<file path="config.mk">
export PLATFORM = sky130hd
export DESIGN_NAME = dsm_lane_mapper
export DESIGN_NICKNAME = d
export VERILOG_FILES = /design/src/hdl/dsm_pkg.sv /design/src/hdl/dsm_lane_mapper.sv
export VERILOG_INCLUDE_DIRS = /design/src /design/src/hdl
export SDC_FILE = /design/constraint.sdc
export NUM_CORES = 2
export LEC_CHECK = 0
export BUFFER_PORTS_ARGS = -buffer_cell sky130_fd_sc_hd__buf_2
export CAP_MARGIN = 20
export CORE_AREA = 2 2 382 384
export CTS_CLUSTER_SIZE = 16
export DETAILED_ROUTE_END_ITERATION = 8
export DIE_AREA = 0 0 384 386
export PLACE_DENSITY = 0.43
export SLEW_MARGIN = 20
export SYNTH_ARGS = -nofsm -noshare
export SYNTH_HDL_FRONTEND = slang
export SYNTH_SLANG_ARGS = --single-unit
</file>
<file path="constraint.sdc">
create_clock -name clk_sys_i -period 2.7 [get_ports clk_sys_i]
set_clock_uncertainty 0.2 [all_clocks]
set_input_delay 0.135 -clock clk_sys_i [delete_from_list [all_inputs] [get_ports clk_sys_i]]
set_output_delay 0.135 -clock clk_sys_i [all_outputs]
set_load 0.02 [all_outputs]
</file>
<file path="src/hdl/dsm_params.svh">
/*
   Constants of the sample lane mapper: widths, link mode numbers and the
   lane count of each mapping. Assumes it is included by bare name.
*/
`ifndef DSM_PARAMS_SVH
`define DSM_PARAMS_SVH

`define DSM_MODE_W   7
`define DSM_SAMP_W   15
`define DSM_BYP_W    12
`define DSM_LANE_W   32
`define DSM_WORD_W   16
`define DSM_PAD_W    16
`define DSM_SIDE_N   8
`define DSM_LANE_N   16
`define DSM_COMP_N   4
`define DSM_BYP_N    8

`define DSM_LM_13 7'h0D
`define DSM_LM_39 7'h27
`define DSM_LM_56 7'h38
`define DSM_LM_59 7'h3B
`define DSM_LM_66 7'h42
`define DSM_LM_68 7'h44
`define DSM_LM_14 7'h0E
`define DSM_LM_49 7'h31
`define DSM_LM_57 7'h39
`define DSM_LM_60 7'h3C
`define DSM_LM_67 7'h43
`define DSM_LM_15 7'h0F
`define DSM_LM_55 7'h37
`define DSM_LM_58 7'h3A
`define DSM_LM_16 7'h10
`define DSM_LM_19 7'h13
`define DSM_LM_42 7'h2A
`define DSM_LM_20 7'h14
`define DSM_LM_43 7'h2B
`define DSM_LM_21 7'h15
`define DSM_LM_36 7'h24
`define DSM_LM_22 7'h16
`define DSM_LM_46 7'h2E
`define DSM_LM_23 7'h17
`define DSM_LM_38 7'h26
`define DSM_LM_61 7'h3D
`define DSM_LM_64 7'h40
`define DSM_LM_69 7'h45
`define DSM_LM_71 7'h47
`define DSM_LM_24 7'h18
`define DSM_LM_48 7'h30
`define DSM_LM_62 7'h3E
`define DSM_LM_65 7'h41
`define DSM_LM_70 7'h46

// lanes used on each side, and words per component on a side
`define DSM_LANES_1  4'h1
`define DSM_LANES_2  4'h2
`define DSM_LANES_4  4'h4
`define DSM_LANES_6  4'h6
`define DSM_LANES_8  4'h8
`define DSM_WORDS_0  4'h0
`define DSM_WORDS_1  4'h1
`define DSM_WORDS_2  4'h2
`define DSM_WORDS_4  4'h4

`endif

</file>
<file path="src/hdl/dsm_pkg.sv">
/*
   Types of the sample lane mapper.
   Assumes dsm_params.svh is on the include path.
*/
`include "dsm_params.svh"

package dsm_pkg;

   typedef logic [`DSM_MODE_W-1:0] dsm_mode_t;
   typedef logic [`DSM_SAMP_W-1:0] dsm_samp_t;
   typedef logic [`DSM_BYP_W-1:0]  dsm_byp_t;
   typedef logic [`DSM_LANE_W-1:0] dsm_lane_t;

   // mapping families selected by the link mode
   typedef enum logic [3:0] {
      DSM_DUAL_2L,
      DSM_DUAL_4L,
      DSM_DUAL_8L,
      DSM_DUAL_16L,
      DSM_BYP_SINGLE,
      DSM_BYP_DUAL,
      DSM_SING_D4_4L,
      DSM_SING_D4_8L,
      DSM_SING_D8_2L,
      DSM_SING_D8_4L,
      DSM_UNMAPPED
   } dsm_map_e;

endpackage

</file>
<file path="src/hdl/dsm_lane_mapper.sv">
/*
   Sample lane mapper: places one frame of decimated or bypass samples onto
   sixteen output lanes (a0..a7 at index 0..7, b0..b7 at index 8..15) and
   holds the result in a two-entry buffer toward the framer.
   Assumes one input frame per accepted valid, mode stable with its data,
   and a downstream framer that may stall with lane_ready_i.
   limitation: the mode is decoded on the input side, so a frame and its
   mode must be offered together; a mode change between frames is free.
   unlisted modes still pass through the buffer as empty frames, which
   keeps the output frame count equal to the input frame count.
   lanes a0..a7 and b0..b7 are the two halves of the lane port.
*/
`timescale 1ns/1ps
`include "dsm_params.svh"

module dsm_lane_mapper (
   // clock and reset
   input  wire logic                                  clk_sys_i,
   input  wire logic                                  rstn_i,
   // frame in: mode and samples
   input  wire logic                                  in_valid_i,
   output logic                                       in_ready_o,
   input  wire dsm_pkg::dsm_mode_t                    link_mode_select_i,
   input  wire logic [`DSM_COMP_N-1:0][`DSM_SAMP_W-1:0] chan_a_inphase_i,
   input  wire logic [`DSM_COMP_N-1:0][`DSM_SAMP_W-1:0] chan_a_quadrature_i,
   input  wire logic [`DSM_COMP_N-1:0][`DSM_SAMP_W-1:0] chan_b_inphase_i,
   input  wire logic [`DSM_COMP_N-1:0][`DSM_SAMP_W-1:0] chan_b_quadrature_i,
   input  wire logic [`DSM_COMP_N-1:0]                chan_a_inphase_overrange_i,
   input  wire logic [`DSM_COMP_N-1:0]                chan_a_quad_overrange_i,
   input  wire logic [`DSM_COMP_N-1:0]                chan_b_inphase_overrange_i,
   input  wire logic [`DSM_COMP_N-1:0]                chan_b_quad_overrange_i,
   input  wire logic [`DSM_BYP_N-1:0][`DSM_BYP_W-1:0]  byp_a_i,
   input  wire logic [`DSM_BYP_N-1:0][`DSM_BYP_W-1:0]  byp_b_i,
   // frame out: lanes toward the framer
   output logic                                       lane_valid_o,
   input  wire logic                                  lane_ready_i,
   output logic [`DSM_LANE_N-1:0][`DSM_LANE_W-1:0]    lane_data_o,
   output logic [`DSM_LANE_N-1:0]                     lane_used_o,
   output logic                                       lane_unmapped_o
);
   import dsm_pkg::*;
   // types and the mapping family enum come from the package

   // sample and flag to one lane word, msb-first, low half left empty
   // the low half stays zero so that every 16-bit mode except the two-lane dual modes leaves octets 2 and 3 idle
   function automatic dsm_lane_t lane_word(input dsm_samp_t s, input logic f);
      lane_word = {s, f, {`DSM_PAD_W{1'b0}}};
   endfunction

   // upper half of a lane for three-lane bypass packing
   function automatic dsm_lane_t byp_lane(input logic [`DSM_WORD_W-1:0] w);
      byp_lane = {w, {`DSM_PAD_W{1'b0}}};
   endfunction

   // mode number to mapping family
   // the numbers are decimal link modes held as 7-bit values
   // anything outside the listed numbers falls to the unmapped family
   function automatic dsm_map_e classify(input dsm_mode_t m);
      case (m)
         `DSM_LM_13, `DSM_LM_39, `DSM_LM_56, `DSM_LM_59, `DSM_LM_66,
         `DSM_LM_68: classify = DSM_DUAL_2L;
         `DSM_LM_14, `DSM_LM_49, `DSM_LM_57, `DSM_LM_60,
         `DSM_LM_67: classify = DSM_DUAL_4L;
         `DSM_LM_15, `DSM_LM_55, `DSM_LM_58: classify = DSM_DUAL_8L;
         `DSM_LM_16: classify = DSM_DUAL_16L;
         `DSM_LM_19, `DSM_LM_42: classify = DSM_BYP_SINGLE;
         `DSM_LM_20, `DSM_LM_43: classify = DSM_BYP_DUAL;
         `DSM_LM_21, `DSM_LM_36: classify = DSM_SING_D4_4L;
         `DSM_LM_22, `DSM_LM_46: classify = DSM_SING_D4_8L;
         `DSM_LM_23, `DSM_LM_38, `DSM_LM_61, `DSM_LM_64, `DSM_LM_69,
         `DSM_LM_71: classify = DSM_SING_D8_2L;
         `DSM_LM_24, `DSM_LM_48, `DSM_LM_62, `DSM_LM_65,
         `DSM_LM_70: classify = DSM_SING_D8_4L;
         default: classify = DSM_UNMAPPED;
      endcase
   endfunction

   // lanes used on each side per family
   // bypass fills six lanes per side, three per group of four samples
   function automatic logic [3:0] side_lanes(input dsm_map_e c);
      case (c)
         DSM_DUAL_2L, DSM_SING_D8_2L: side_lanes = `DSM_LANES_1;
         DSM_DUAL_4L, DSM_SING_D4_4L, DSM_SING_D8_4L: side_lanes = `DSM_LANES_2;
         DSM_DUAL_8L, DSM_SING_D4_8L: side_lanes = `DSM_LANES_4;
         DSM_DUAL_16L: side_lanes = `DSM_LANES_8;
         DSM_BYP_SINGLE, DSM_BYP_DUAL: side_lanes = `DSM_LANES_6;
         default: side_lanes = `DSM_WORDS_0;
      endcase
   endfunction

   // words of each component placed on one side
   // two-lane dual modes return zero here; they are packed separately below
   function automatic logic [3:0] comp_words(input dsm_map_e c);
      case (c)
         DSM_DUAL_4L, DSM_SING_D8_2L: comp_words = `DSM_WORDS_1;
         DSM_DUAL_8L, DSM_SING_D4_4L, DSM_SING_D8_4L: comp_words = `DSM_WORDS_2;
         DSM_DUAL_16L, DSM_SING_D4_8L: comp_words = `DSM_WORDS_4;
         default: comp_words = `DSM_WORDS_0;
      endcase
   endfunction

   // decode of the incoming mode
   // all decode is combinational on the offered mode, so the mode must be
   // held with in_valid_i until the frame is taken
   dsm_map_e   map_cls;
   logic [3:0] map_side_n;
   logic [3:0] map_words;
   logic       map_dual;
   logic       map_sing;
   logic       map_byp;
   logic       map_none;

   assign map_cls    = classify(link_mode_select_i);
   assign map_side_n = side_lanes(map_cls);
   assign map_words  = comp_words(map_cls);
   assign map_dual   = (map_cls == DSM_DUAL_4L) || (map_cls == DSM_DUAL_8L) ||
                       (map_cls == DSM_DUAL_16L);
   assign map_sing   = (map_cls == DSM_SING_D4_4L) || (map_cls == DSM_SING_D4_8L) ||
                       (map_cls == DSM_SING_D8_2L) || (map_cls == DSM_SING_D8_4L);
   assign map_byp    = (map_cls == DSM_BYP_SINGLE) || (map_cls == DSM_BYP_DUAL);
   // unmapped frames are still buffered so that frame counts stay paired
   assign map_none   = (map_cls == DSM_UNMAPPED);

   // bypass groups: four samples over three lanes, concatenation is msb-first
   // byp_a_i holds even samples (single) or channel A (dual); the packing is
   // the same, so one set of groups serves both bypass modes
   logic [3*`DSM_WORD_W-1:0] grp_a0;
   logic [3*`DSM_WORD_W-1:0] grp_a1;
   logic [3*`DSM_WORD_W-1:0] grp_b0;
   logic [3*`DSM_WORD_W-1:0] grp_b1;

   assign grp_a0 = {byp_a_i[0], byp_a_i[1], byp_a_i[2], byp_a_i[3]};
   assign grp_a1 = {byp_a_i[4], byp_a_i[5], byp_a_i[6], byp_a_i[7]};
   assign grp_b0 = {byp_b_i[0], byp_b_i[1], byp_b_i[2], byp_b_i[3]};
   assign grp_b1 = {byp_b_i[4], byp_b_i[5], byp_b_i[6], byp_b_i[7]};

   // lane contents of the incoming frame
   // zero means an idle lane; used flags tell real zeros from idle lanes
   logic [`DSM_LANE_N-1:0][`DSM_LANE_W-1:0] map_lane;
   logic [`DSM_LANE_N-1:0]                  map_used;

   // later assignments win: the two-lane and bypass packings override the
   // per-lane loop, and unlisted modes keep the zero defaults
   always_comb begin
      map_lane = '0;
      map_used = '0;
      // lane index i on side a, i plus the side count on side b
      for (int i = 0; i < `DSM_SIDE_N; i++) begin
         if (4'(i) < map_side_n) begin
            map_used[i]               = 1'b1;
            map_used[i + `DSM_SIDE_N] = 1'b1;
         end
         // a side I words then Q words
         if (map_dual && (4'(i) < map_words)) begin
            map_lane[i] = lane_word(chan_a_inphase_i[2'(i)],
                                    chan_a_inphase_overrange_i[2'(i)]);
            map_lane[i + `DSM_SIDE_N] = lane_word(chan_b_inphase_i[2'(i)],
                                    chan_b_inphase_overrange_i[2'(i)]);
         end else if (map_dual && (4'(i) < 4'(map_words << 1))) begin
            map_lane[i] = lane_word(chan_a_quadrature_i[2'(i - int'(map_words))],
                                    chan_a_quad_overrange_i[2'(i - int'(map_words))]);
            map_lane[i + `DSM_SIDE_N] =
               lane_word(chan_b_quadrature_i[2'(i - int'(map_words))],
                         chan_b_quad_overrange_i[2'(i - int'(map_words))]);
         end
         // I on a side, Q on b side
         if (map_sing && (4'(i) < map_words)) begin
            map_lane[i] = lane_word(chan_a_inphase_i[2'(i)],
                                    chan_a_inphase_overrange_i[2'(i)]);
            map_lane[i + `DSM_SIDE_N] = lane_word(chan_a_quadrature_i[2'(i)],
                                    chan_a_quad_overrange_i[2'(i)]);
         end
      end
      // two words back to back per lane
      // both 16-bit words share one 32-bit lane, in-phase word in octets 0-1
      if (map_cls == DSM_DUAL_2L) begin
         map_lane[0] = {lane_word(chan_a_inphase_i[0], chan_a_inphase_overrange_i[0])
                           [`DSM_LANE_W-1:`DSM_PAD_W],
                        lane_word(chan_a_quadrature_i[0], chan_a_quad_overrange_i[0])
                           [`DSM_LANE_W-1:`DSM_PAD_W]};
         map_lane[`DSM_SIDE_N] =
                       {lane_word(chan_b_inphase_i[0], chan_b_inphase_overrange_i[0])
                           [`DSM_LANE_W-1:`DSM_PAD_W],
                        lane_word(chan_b_quadrature_i[0], chan_b_quad_overrange_i[0])
                           [`DSM_LANE_W-1:`DSM_PAD_W]};
      end
      // groups onto lanes 0-2 and 3-5
      // lane g of each three-lane group takes 16-bit slice 2-g, so the msb slice comes first
      if (map_byp) begin
         for (int g = 0; g < 3; g++) begin
            map_lane[g] = byp_lane(grp_a0[(2-g)*`DSM_WORD_W +: `DSM_WORD_W]);
            map_lane[g + 3] = byp_lane(grp_a1[(2-g)*`DSM_WORD_W +: `DSM_WORD_W]);
            map_lane[g + `DSM_SIDE_N] =
               byp_lane(grp_b0[(2-g)*`DSM_WORD_W +: `DSM_WORD_W]);
            map_lane[g + 3 + `DSM_SIDE_N] =
               byp_lane(grp_b1[(2-g)*`DSM_WORD_W +: `DSM_WORD_W]);
         end
      end
   end

   // two-entry buffer: head drives the ports, tail catches a word during a stall
   // a stalled head never changes; the tail absorbs exactly one more frame
   logic [`DSM_LANE_N-1:0][`DSM_LANE_W-1:0] hd_data_r;
   logic [`DSM_LANE_N-1:0][`DSM_LANE_W-1:0] tl_data_r;
   logic [`DSM_LANE_N-1:0][`DSM_LANE_W-1:0] hd_data_nxt;
   logic [`DSM_LANE_N-1:0][`DSM_LANE_W-1:0] tl_data_nxt;
   logic [`DSM_LANE_N-1:0]                  hd_used_r;
   logic [`DSM_LANE_N-1:0]                  tl_used_r;
   logic [`DSM_LANE_N-1:0]                  hd_used_nxt;
   logic [`DSM_LANE_N-1:0]                  tl_used_nxt;
   logic                                    hd_none_r;
   logic                                    tl_none_r;
   logic                                    hd_none_nxt;
   logic                                    tl_none_nxt;
   logic                                    hd_vld_r;
   logic                                    tl_vld_r;
   logic                                    hd_vld_nxt;
   logic                                    tl_vld_nxt;

   logic                                    rdy_r;
   logic                                    push;
   logic                                    pop;

   // ready is registered, so it only depends on the tail being empty
   // the cost of a registered ready is that no frame is taken in the cycle a pop frees the tail
   assign push = in_valid_i && rdy_r;
   assign pop  = hd_vld_r && lane_ready_i;

   // buffer steering
   // a pop promotes the tail first, then a push lands in the freed slot;
   // a push and a full tail never meet because ready is low whenever the
   // tail holds a frame
   always_comb begin
      hd_data_nxt = hd_data_r;
      hd_used_nxt = hd_used_r;
      hd_none_nxt = hd_none_r;
      hd_vld_nxt  = hd_vld_r;
      tl_data_nxt = tl_data_r;
      tl_used_nxt = tl_used_r;
      tl_none_nxt = tl_none_r;
      tl_vld_nxt  = tl_vld_r;
      if (pop && tl_vld_r) begin
         hd_data_nxt = tl_data_r;
         hd_used_nxt = tl_used_r;
         hd_none_nxt = tl_none_r;
         tl_vld_nxt  = 1'b0;
      end else if (pop) begin
         hd_vld_nxt = 1'b0;
      end
      if (push && (!hd_vld_r || pop)) begin
         hd_data_nxt = map_lane;
         hd_used_nxt = map_used;
         hd_none_nxt = map_none;
         hd_vld_nxt  = 1'b1;
      end else if (push) begin
         tl_data_nxt = map_lane;
         tl_used_nxt = map_used;
         tl_none_nxt = map_none;
         tl_vld_nxt  = 1'b1;
      end
   end

   // buffer registers
   // synchronous reset clears the valids; data is cleared too so that a
   // frame never shows stale lanes after reset
   always_ff @(posedge clk_sys_i) begin
      if (!rstn_i) begin
         hd_data_r <= '0;
         hd_used_r <= '0;
         hd_none_r <= 1'b0;
         hd_vld_r  <= 1'b0;
         tl_data_r <= '0;
         tl_used_r <= '0;
         tl_none_r <= 1'b0;
         tl_vld_r  <= 1'b0;
         rdy_r     <= 1'b0;
      end else begin
         hd_data_r <= hd_data_nxt;
         hd_used_r <= hd_used_nxt;
         hd_none_r <= hd_none_nxt;
         hd_vld_r  <= hd_vld_nxt;
         tl_data_r <= tl_data_nxt;
         tl_used_r <= tl_used_nxt;
         tl_none_r <= tl_none_nxt;
         tl_vld_r  <= tl_vld_nxt;
         rdy_r     <= !tl_vld_nxt;
      end
   end

   // ports straight from the head entry, in_ready_o from rdy_r
   // every output comes straight from a register, none through logic
   // lane_used_o marks the lanes that the receiver should deframe
   assign in_ready_o      = rdy_r;
   assign lane_valid_o    = hd_vld_r;
   assign lane_data_o     = hd_data_r;
   assign lane_used_o     = hd_used_r;
   assign lane_unmapped_o = hd_none_r;

endmodule

</file>
After elaboration in Yosys (flattened, before gate mapping)
Memory sizes are Yosys's and may differ from the RTL's.
Cells that the tools add are included.
Operators by class
  bitwise gates (word level): 1
  mux-type cells: 169
  order comparisons: 32
  add/sub/neg operators: 8
  equal/unequal tests: 11
  reductions and logical operators: 45
Operators by type and width (number)
  $mux 32: 50
  $mux 512: 2
  $bmux 15 s2: 16
  $mux 15: 32
  $mux 192: 2
  $mux 1: 48
  $bmux 1 s2: 16
  $lt 2x4->1 const B: 8
  $lt 3x4->1 const A: 8
  $mux 16: 2
  $logic_and 1x1->1: 28
  $eq 4x3->1 const B: 4
  $lt 1x4->1 const A: 4
  $lt 2x4->1 const A: 4
  $eq 4x4->1 const B: 3
  $lt 3x3->1 const A: 4
  $pmux 3 s3: 1
  $eq 4x2->1 const B: 2
  $sub 1x2->2 const A: 4
  $sub 2x2->2 const A: 4
  $logic_or 1x1->1: 7
  $lt 1x3->1 const A: 2
  $lt 2x3->1 const A: 2
  $eq 4x1->1 const B: 1
  other kinds (8): 12
Word-level totals
  output and inout bits: 531
  register bits: 1061
  logic and storage cells: 307
  memories: 2
  bits in read-only memories: 576
Memory list
  (name not given): depth 128, width 4, rd ports 1, clocked after memory_dff 0, write ports 0, RTL line dsm_lane_mapper.sv:59  | case (m)
  (name not given): depth 16, width 4, rd ports 1, clocked after memory_dff 0, write ports 0, RTL line dsm_lane_mapper.sv:81  | case (c)

Longest topological paths before layout
An unclocked memory read counts as a cell.
  word-level depth: 14
  depth in mapped cells: 13
  gate-level depth less buffers: 9

Worst setup path after synthesis
No wires, ideal clock.
  path kind: input -> register
  start: in link_mode_select_i[0]
  end: reg hd_data_r, in the netlist lane_data_o[440]
  buffers on the path: 3
  data required time: 2.359 ns
  stages on the path: 12
  setup slack: -0.063 ns
  library setup time: 0.141 ns
  arrival: 2.422 ns
  path through: inv_1 ha_1 and3_1 a2111oi_4 or2_1 buf_2 nand3_2 buf_4 a21o_2 buf_2 a211oi_1 o221ai_1
Between the ends
  cells in the longest elaborated chain, start to end: 13
  elaborated cells between the ends (all ways): 34
RTL lines
  start: declaration: RTL line dsm_lane_mapper.sv:23  | input wire dsm_pkg::dsm_mode_t link_mode_select_i,
  $mem_v2 128x4 (*)
  $eq 4x2->1, or another cell as far along: RTL line dsm_lane_mapper.sv:94, dsm_lane_mapper.sv:116
  $reduce_or 3->1 / $reduce_or 2->1 (equally long branches): RTL line dsm_lane_mapper.sv:94  | case (c)
  $pmux 3 s3: RTL line dsm_lane_mapper.sv:94
  $sub 1x2->2: RTL line dsm_lane_mapper.sv:163  | lane_word(chan_b_quadrature_i[2'(i - int'(map_words))],
  $bmux 15 s2: RTL line dsm_lane_mapper.sv:163
  $mux 15 (implied by the code) (2 in series): RTL line dsm_lane_mapper.sv:163
  $mux 32: RTL line dsm_lane_mapper.sv:159  | end else if (map_dual && (4'(i) < 4'(map_words << 1))) begin
  $mux 32: RTL line dsm_lane_mapper.sv:154  | if (map_dual && (4'(i) < map_words)) begin
  $mux 32: RTL line dsm_lane_mapper.sv:167  | if (map_sing && (4'(i) < map_words)) begin
  $mux 192 (*): RTL line dsm_lane_mapper.sv:189  | if (map_byp) begin
  $mux 512 (*): RTL line dsm_lane_mapper.sv:250  | if (push && (!hd_vld_r || pop)) begin
  end signal: assignment: RTL line dsm_lane_mapper.sv:278  | hd_data_r <= hd_data_nxt;
  end: declaration: RTL line dsm_lane_mapper.sv:203  | logic [`DSM_LANE_N-1:0][`DSM_LANE_W-1:0] hd_data_r;
Mark *: on every way between the ends. The rest lies on a longest branch, timed or not. The select of a mux whose other input is x is not followed.
A chain may end at the register's enable or synchronous reset.

Final worst setup path
  start: in link_mode_select_i[0]
  end: reg hd_data_r, in the netlist lane_data_o[434]
Same word-level chain as after synthesis.

==> qor.csv <==
stage;metric;value;unit
critical_path;Crit path max-delay family;buffers and inverters;
clocking;Worst-path clk slew;0.06;ns
synthesis;Mapped Area;29910;sq um
sta;Fin Setup TNS;0;ns
worst_hold_path;Hold/Removal Path Class;in -> reg;
clocking;Clock Tree Buf Depth;3;
critical_path;CP Capture Type;register;
die;Cell Rows;140;
grt;pin count of the biggest net entering global routing;112;
synthesis;Yosys reg bits;597;
sta;unrepaired setup endpoints after global routing;no;
clocking;TritonCTS buffer count;79;
synthesis;Yosys warnings;0;
power;Clock power frac;46.3;%
sta;Hold Violations, Final;0;
die;# IOs;990;
sta;max-slew violations;0;
synthesis;Synth area leader;dfxtp_1;
drt;Post-Route WL;167900;microns
sta;relative slew slack;37.54;%
drt;WL per Instance;25.19;microns
sta;final setup fails;0;
synthesis;Distinct cells, synth;82;
critical_path;worst-path maximum fanout;15;
critical_path;worst setup path category;in -> reg;
final_layout;share of cells above drive strength 1;26.96;%
power;internal power;0.01740;W
synthesis;sequential-to-total area share from yosys stat;39.96;%
grt;total grt overflow;0;
clocking;Clock Sinks;597;
power;Logic pwr share;17.1;%
clocking;CTS tree;yes;
die;die footprint;148200;sq um
sta;min Tclk post-route;2.568;ns
final_layout;Layout Nets;5134;
critical_path;required arrival time at the worst endpoint;3.02;ns
power;peak supply drop;0.4404;mV
critical_path;CP Buf/Inv Count;7;
drt;Iter 0 DRT Violations;3000;
drt;via count;33150;
power;Pleak;17.63;nW
synthesis;Area contributors post-synth;dfxtp_1, a21oi_1, buf_4;
critical_path;crit-path cells;buf_2 -> inv_1 -> buf_4 -> ha_1 -> nor3_1 -> o21ai_0 -> and4_2 -> buf_4 -> o211ai_4 -> buf_4 -> a21oi_1 -> buf_4 -> a211oi_1 -> buf_4 -> o221ai_1;
placement;GPL Wtd Cong;0.8487;
clocking;root buf cell;clkbuf_16;
critical_path;worst endpoint data arrival time;2.89;ns
die;Initial Util;20.70;%
sta;Tcrit/Tclk final;95.11;%
grt;Total Routing Usage GR;21.36;%
drt;Vias/cell;4.975;
final_layout;Filler cells;15360;
power;part of the power in registers;36.6;%
synthesis;Syn Inst Count;3517;
synthesis;Post-synth top flop;dfxtp_1;
clocking;H-tree levels;3;
clocking;post-CTS setup buffers;0;
power;cell area power density;558.1;nW/um^2
die;Die Ht;386;microns
final_layout;final instance area;43880;sq um
job;max cap viols;0;
drt;Antenna Violating Nets Remaining;0;
critical_path;CP max stage delay;0.31;ns
synthesis;share of the synthesized area in the top cell type;39.96;%
grt;vias in the first global route;31010;
grt;initial antenna violation count;41;
drt;drc violations;0;
drt;router iterations before antenna repair;7;
power;switching share of total power;28.97;%
synthesis;Async SR Flop Fraction;0;%
critical_path;Top cell by count, worst path;buf_4;
placement;post-placement cell area;37180;sq um
outcome;status;complete, no violations;
placement;post-DP HPWL;119700;microns
critical_path;Worst path slowest cell;and4_2;
synthesis;Avg Cell Area, Syn;8.505;sq um
critical_path;Startpoint Class;primary input;
synthesis;Post-synth EDFFs;0;
sta;WHS;0.09884;ns
die;Core Box Area;144500;sq um
grt;first-pass GRT wire length;230900;microns
placement;I/O Buffers;701;
power;net switching power;0.007094;W
die;Die X;384;microns
sta;max frequency;389.4;MHz
clocking;Clock Latency Late Sink;0.67;ns
sta;Worst-Margin Slew;0.9370;ns
final_layout;Syn-to-layout area delta;46.70;%
==> cell usage after synthesis, types with 14 or more instances <==
cell type and count:
buf_1 14, a221oi_2 20, a22o_1 97, nor2_1 130, a222oi_1 78, nand4_1 17
o31ai_1 18, a221oi_1 21, o311a_1 26, o22ai_1 117, buf_2 59, o21ai_0 285
or2_0 16, nand2b_1 15, nand2_2 14, a311oi_1 16, a21o_1 27, buf_4 251
mux2i_1 20, a21oi_1 444, a41oi_1 20, and2_1 98, o221ai_1 17, clkbuf_1 255
nand2_1 200, o21a_1 50, o2bb2ai_1 15, o211a_1 15, a211oi_1 29, a22oi_1 230
dfxtp_1 597, nand3_1 70, o21ai_1 107
==> final cells by class <==
class	instances	area (sq um)	share of cell area, %
antenna	16	40.04	0.09125
clock buffer	117	2414	5.501
clock inverter	26	347.8	0.7927
inverter	7	33.78	0.07699
multi-input combinational	2548	15690	35.75
sequential	597	11950	27.24
tap	1917	2399	5.466
timing repair buffer	1435	11010	25.08
==> placed cells by master, fill, tap and decap left out, types with 29 or more instances in the layout <==
| cell | n |
|---|---|
| dfxtp_1 | 597 |
| buf_4 | 266 |
| o22ai_1 | 117 |
| o21a_1 | 50 |
| and2_1 | 97 |
| a22oi_1 | 230 |
| o21ai_1 | 105 |
| buf_2 | 700 |
| nor2_1 | 124 |
| dlygate4sd3_1 | 387 |
| nand3_1 | 65 |
| conb_1 | 224 |
| buf_12 | 80 |
| clkbuf_16 | 82 |
| nand2_1 | 195 |
| a211oi_1 | 29 |
| o21ai_0 | 285 |
| a21oi_1 | 443 |
| a22o_1 | 97 |
| a222oi_1 | 78 |
==> worst paths after layout <==
kind | start | to | slack, ns | depth (start not counted)
setup / recovery | link_mode_select_i[0] | lane_data_o[434]$_SDFFE_PN0P_ | 0.13 | 15
hold / removal | byp_b_i[66] | lane_data_o[414]$_SDFFE_PN0P_ | 0.1 | 4
setup reg to reg | in_ready_o$_SDFF_PN0_ | lane_data_o[466]$_SDFFE_PN0P_ | 0.23 | 7
hold reg to reg | tl_data_r[241]$_SDFFE_PN0P_ | tl_data_r[241]$_SDFFE_PN0P_ | 0.24 | 2
==> registers in the layout (all words and copies together), names as in the netlist <==
name / count
tl_data_r: 288
lane_used_o: 8
lane_unmapped_o: 1
tl_used_r: 8
tl_vld_r: 1
lane_data_o: 288
tl_none_r: 1
lane_valid_o: 1
in_ready_o: 1
==> metrics by stage <==
step | std cells | total power (W) | util [%] | worst slack [ns]
floorplan | 3740 | 0.01112 | - | 0.007178
global placement | 6116 | 0.01286 | 25.72 | -0.6093
detailed placement | 6117 | 0.01285 | 25.73 | -0.6561
CTS | 6647 | 0.02479 | 30.32 | 0.09276
global route | 6658 | 0.02538 | 30.35 | 0.02990
finish | 6663 | 0.02449 | 30.36 | 0.1319
==> worst reg2reg max path, delay by kind of cell, from the launching register on <==
kind	cells	cell delay, ns
AOI/OAI and AO/OA	2	0.29
DFF	1	0.38
buffers and inverters	3	0.90
and+or+nand+nor	2	0.64
==> power groups by stage <==
stage / clock, W / combinational [W] / sequential [W]
global placement: 0 / 0.00370 / 0.00916
finish: 0.0113 / 0.00419 / 0.00897
detailed placement: 0 / 0.00369 / 0.00916
CTS: 0.0116 / 0.00418 / 0.00897
floorplan: 0 / 0.00191 / 0.00922
global route: 0.0120 / 0.00445 / 0.00897
==> what timing repair did <==
action                                  CTS  global route
endpoints found under the hold margin   591             0
gates resized for setup                   0             4
hold buffers                            387             0
endpoints found under the setup margin    0            22
==> logic make-up (layout without fill, tap and decap cells) <==
group           after synthesis  count (layout)  share of synthesized area, %
compound gates             1702            1702                         38.34
other cells                   1             240                       0.01254
mux                          22              22                        0.7446
fa+ha+maj                     7               7                        0.2928
flops                       597             597                         39.96
simple gates                593             593                         9.562
buf+inv                     595            1585                         11.09
==> per-layer routing <==
layer  GRT usage, %  wire length, microns
met1          27.51                 70990
met4          7.923                  6088
met3          5.518                 13030
met2          34.13                 77570
met5              0                   185
(Power assumes the default switching activity.)
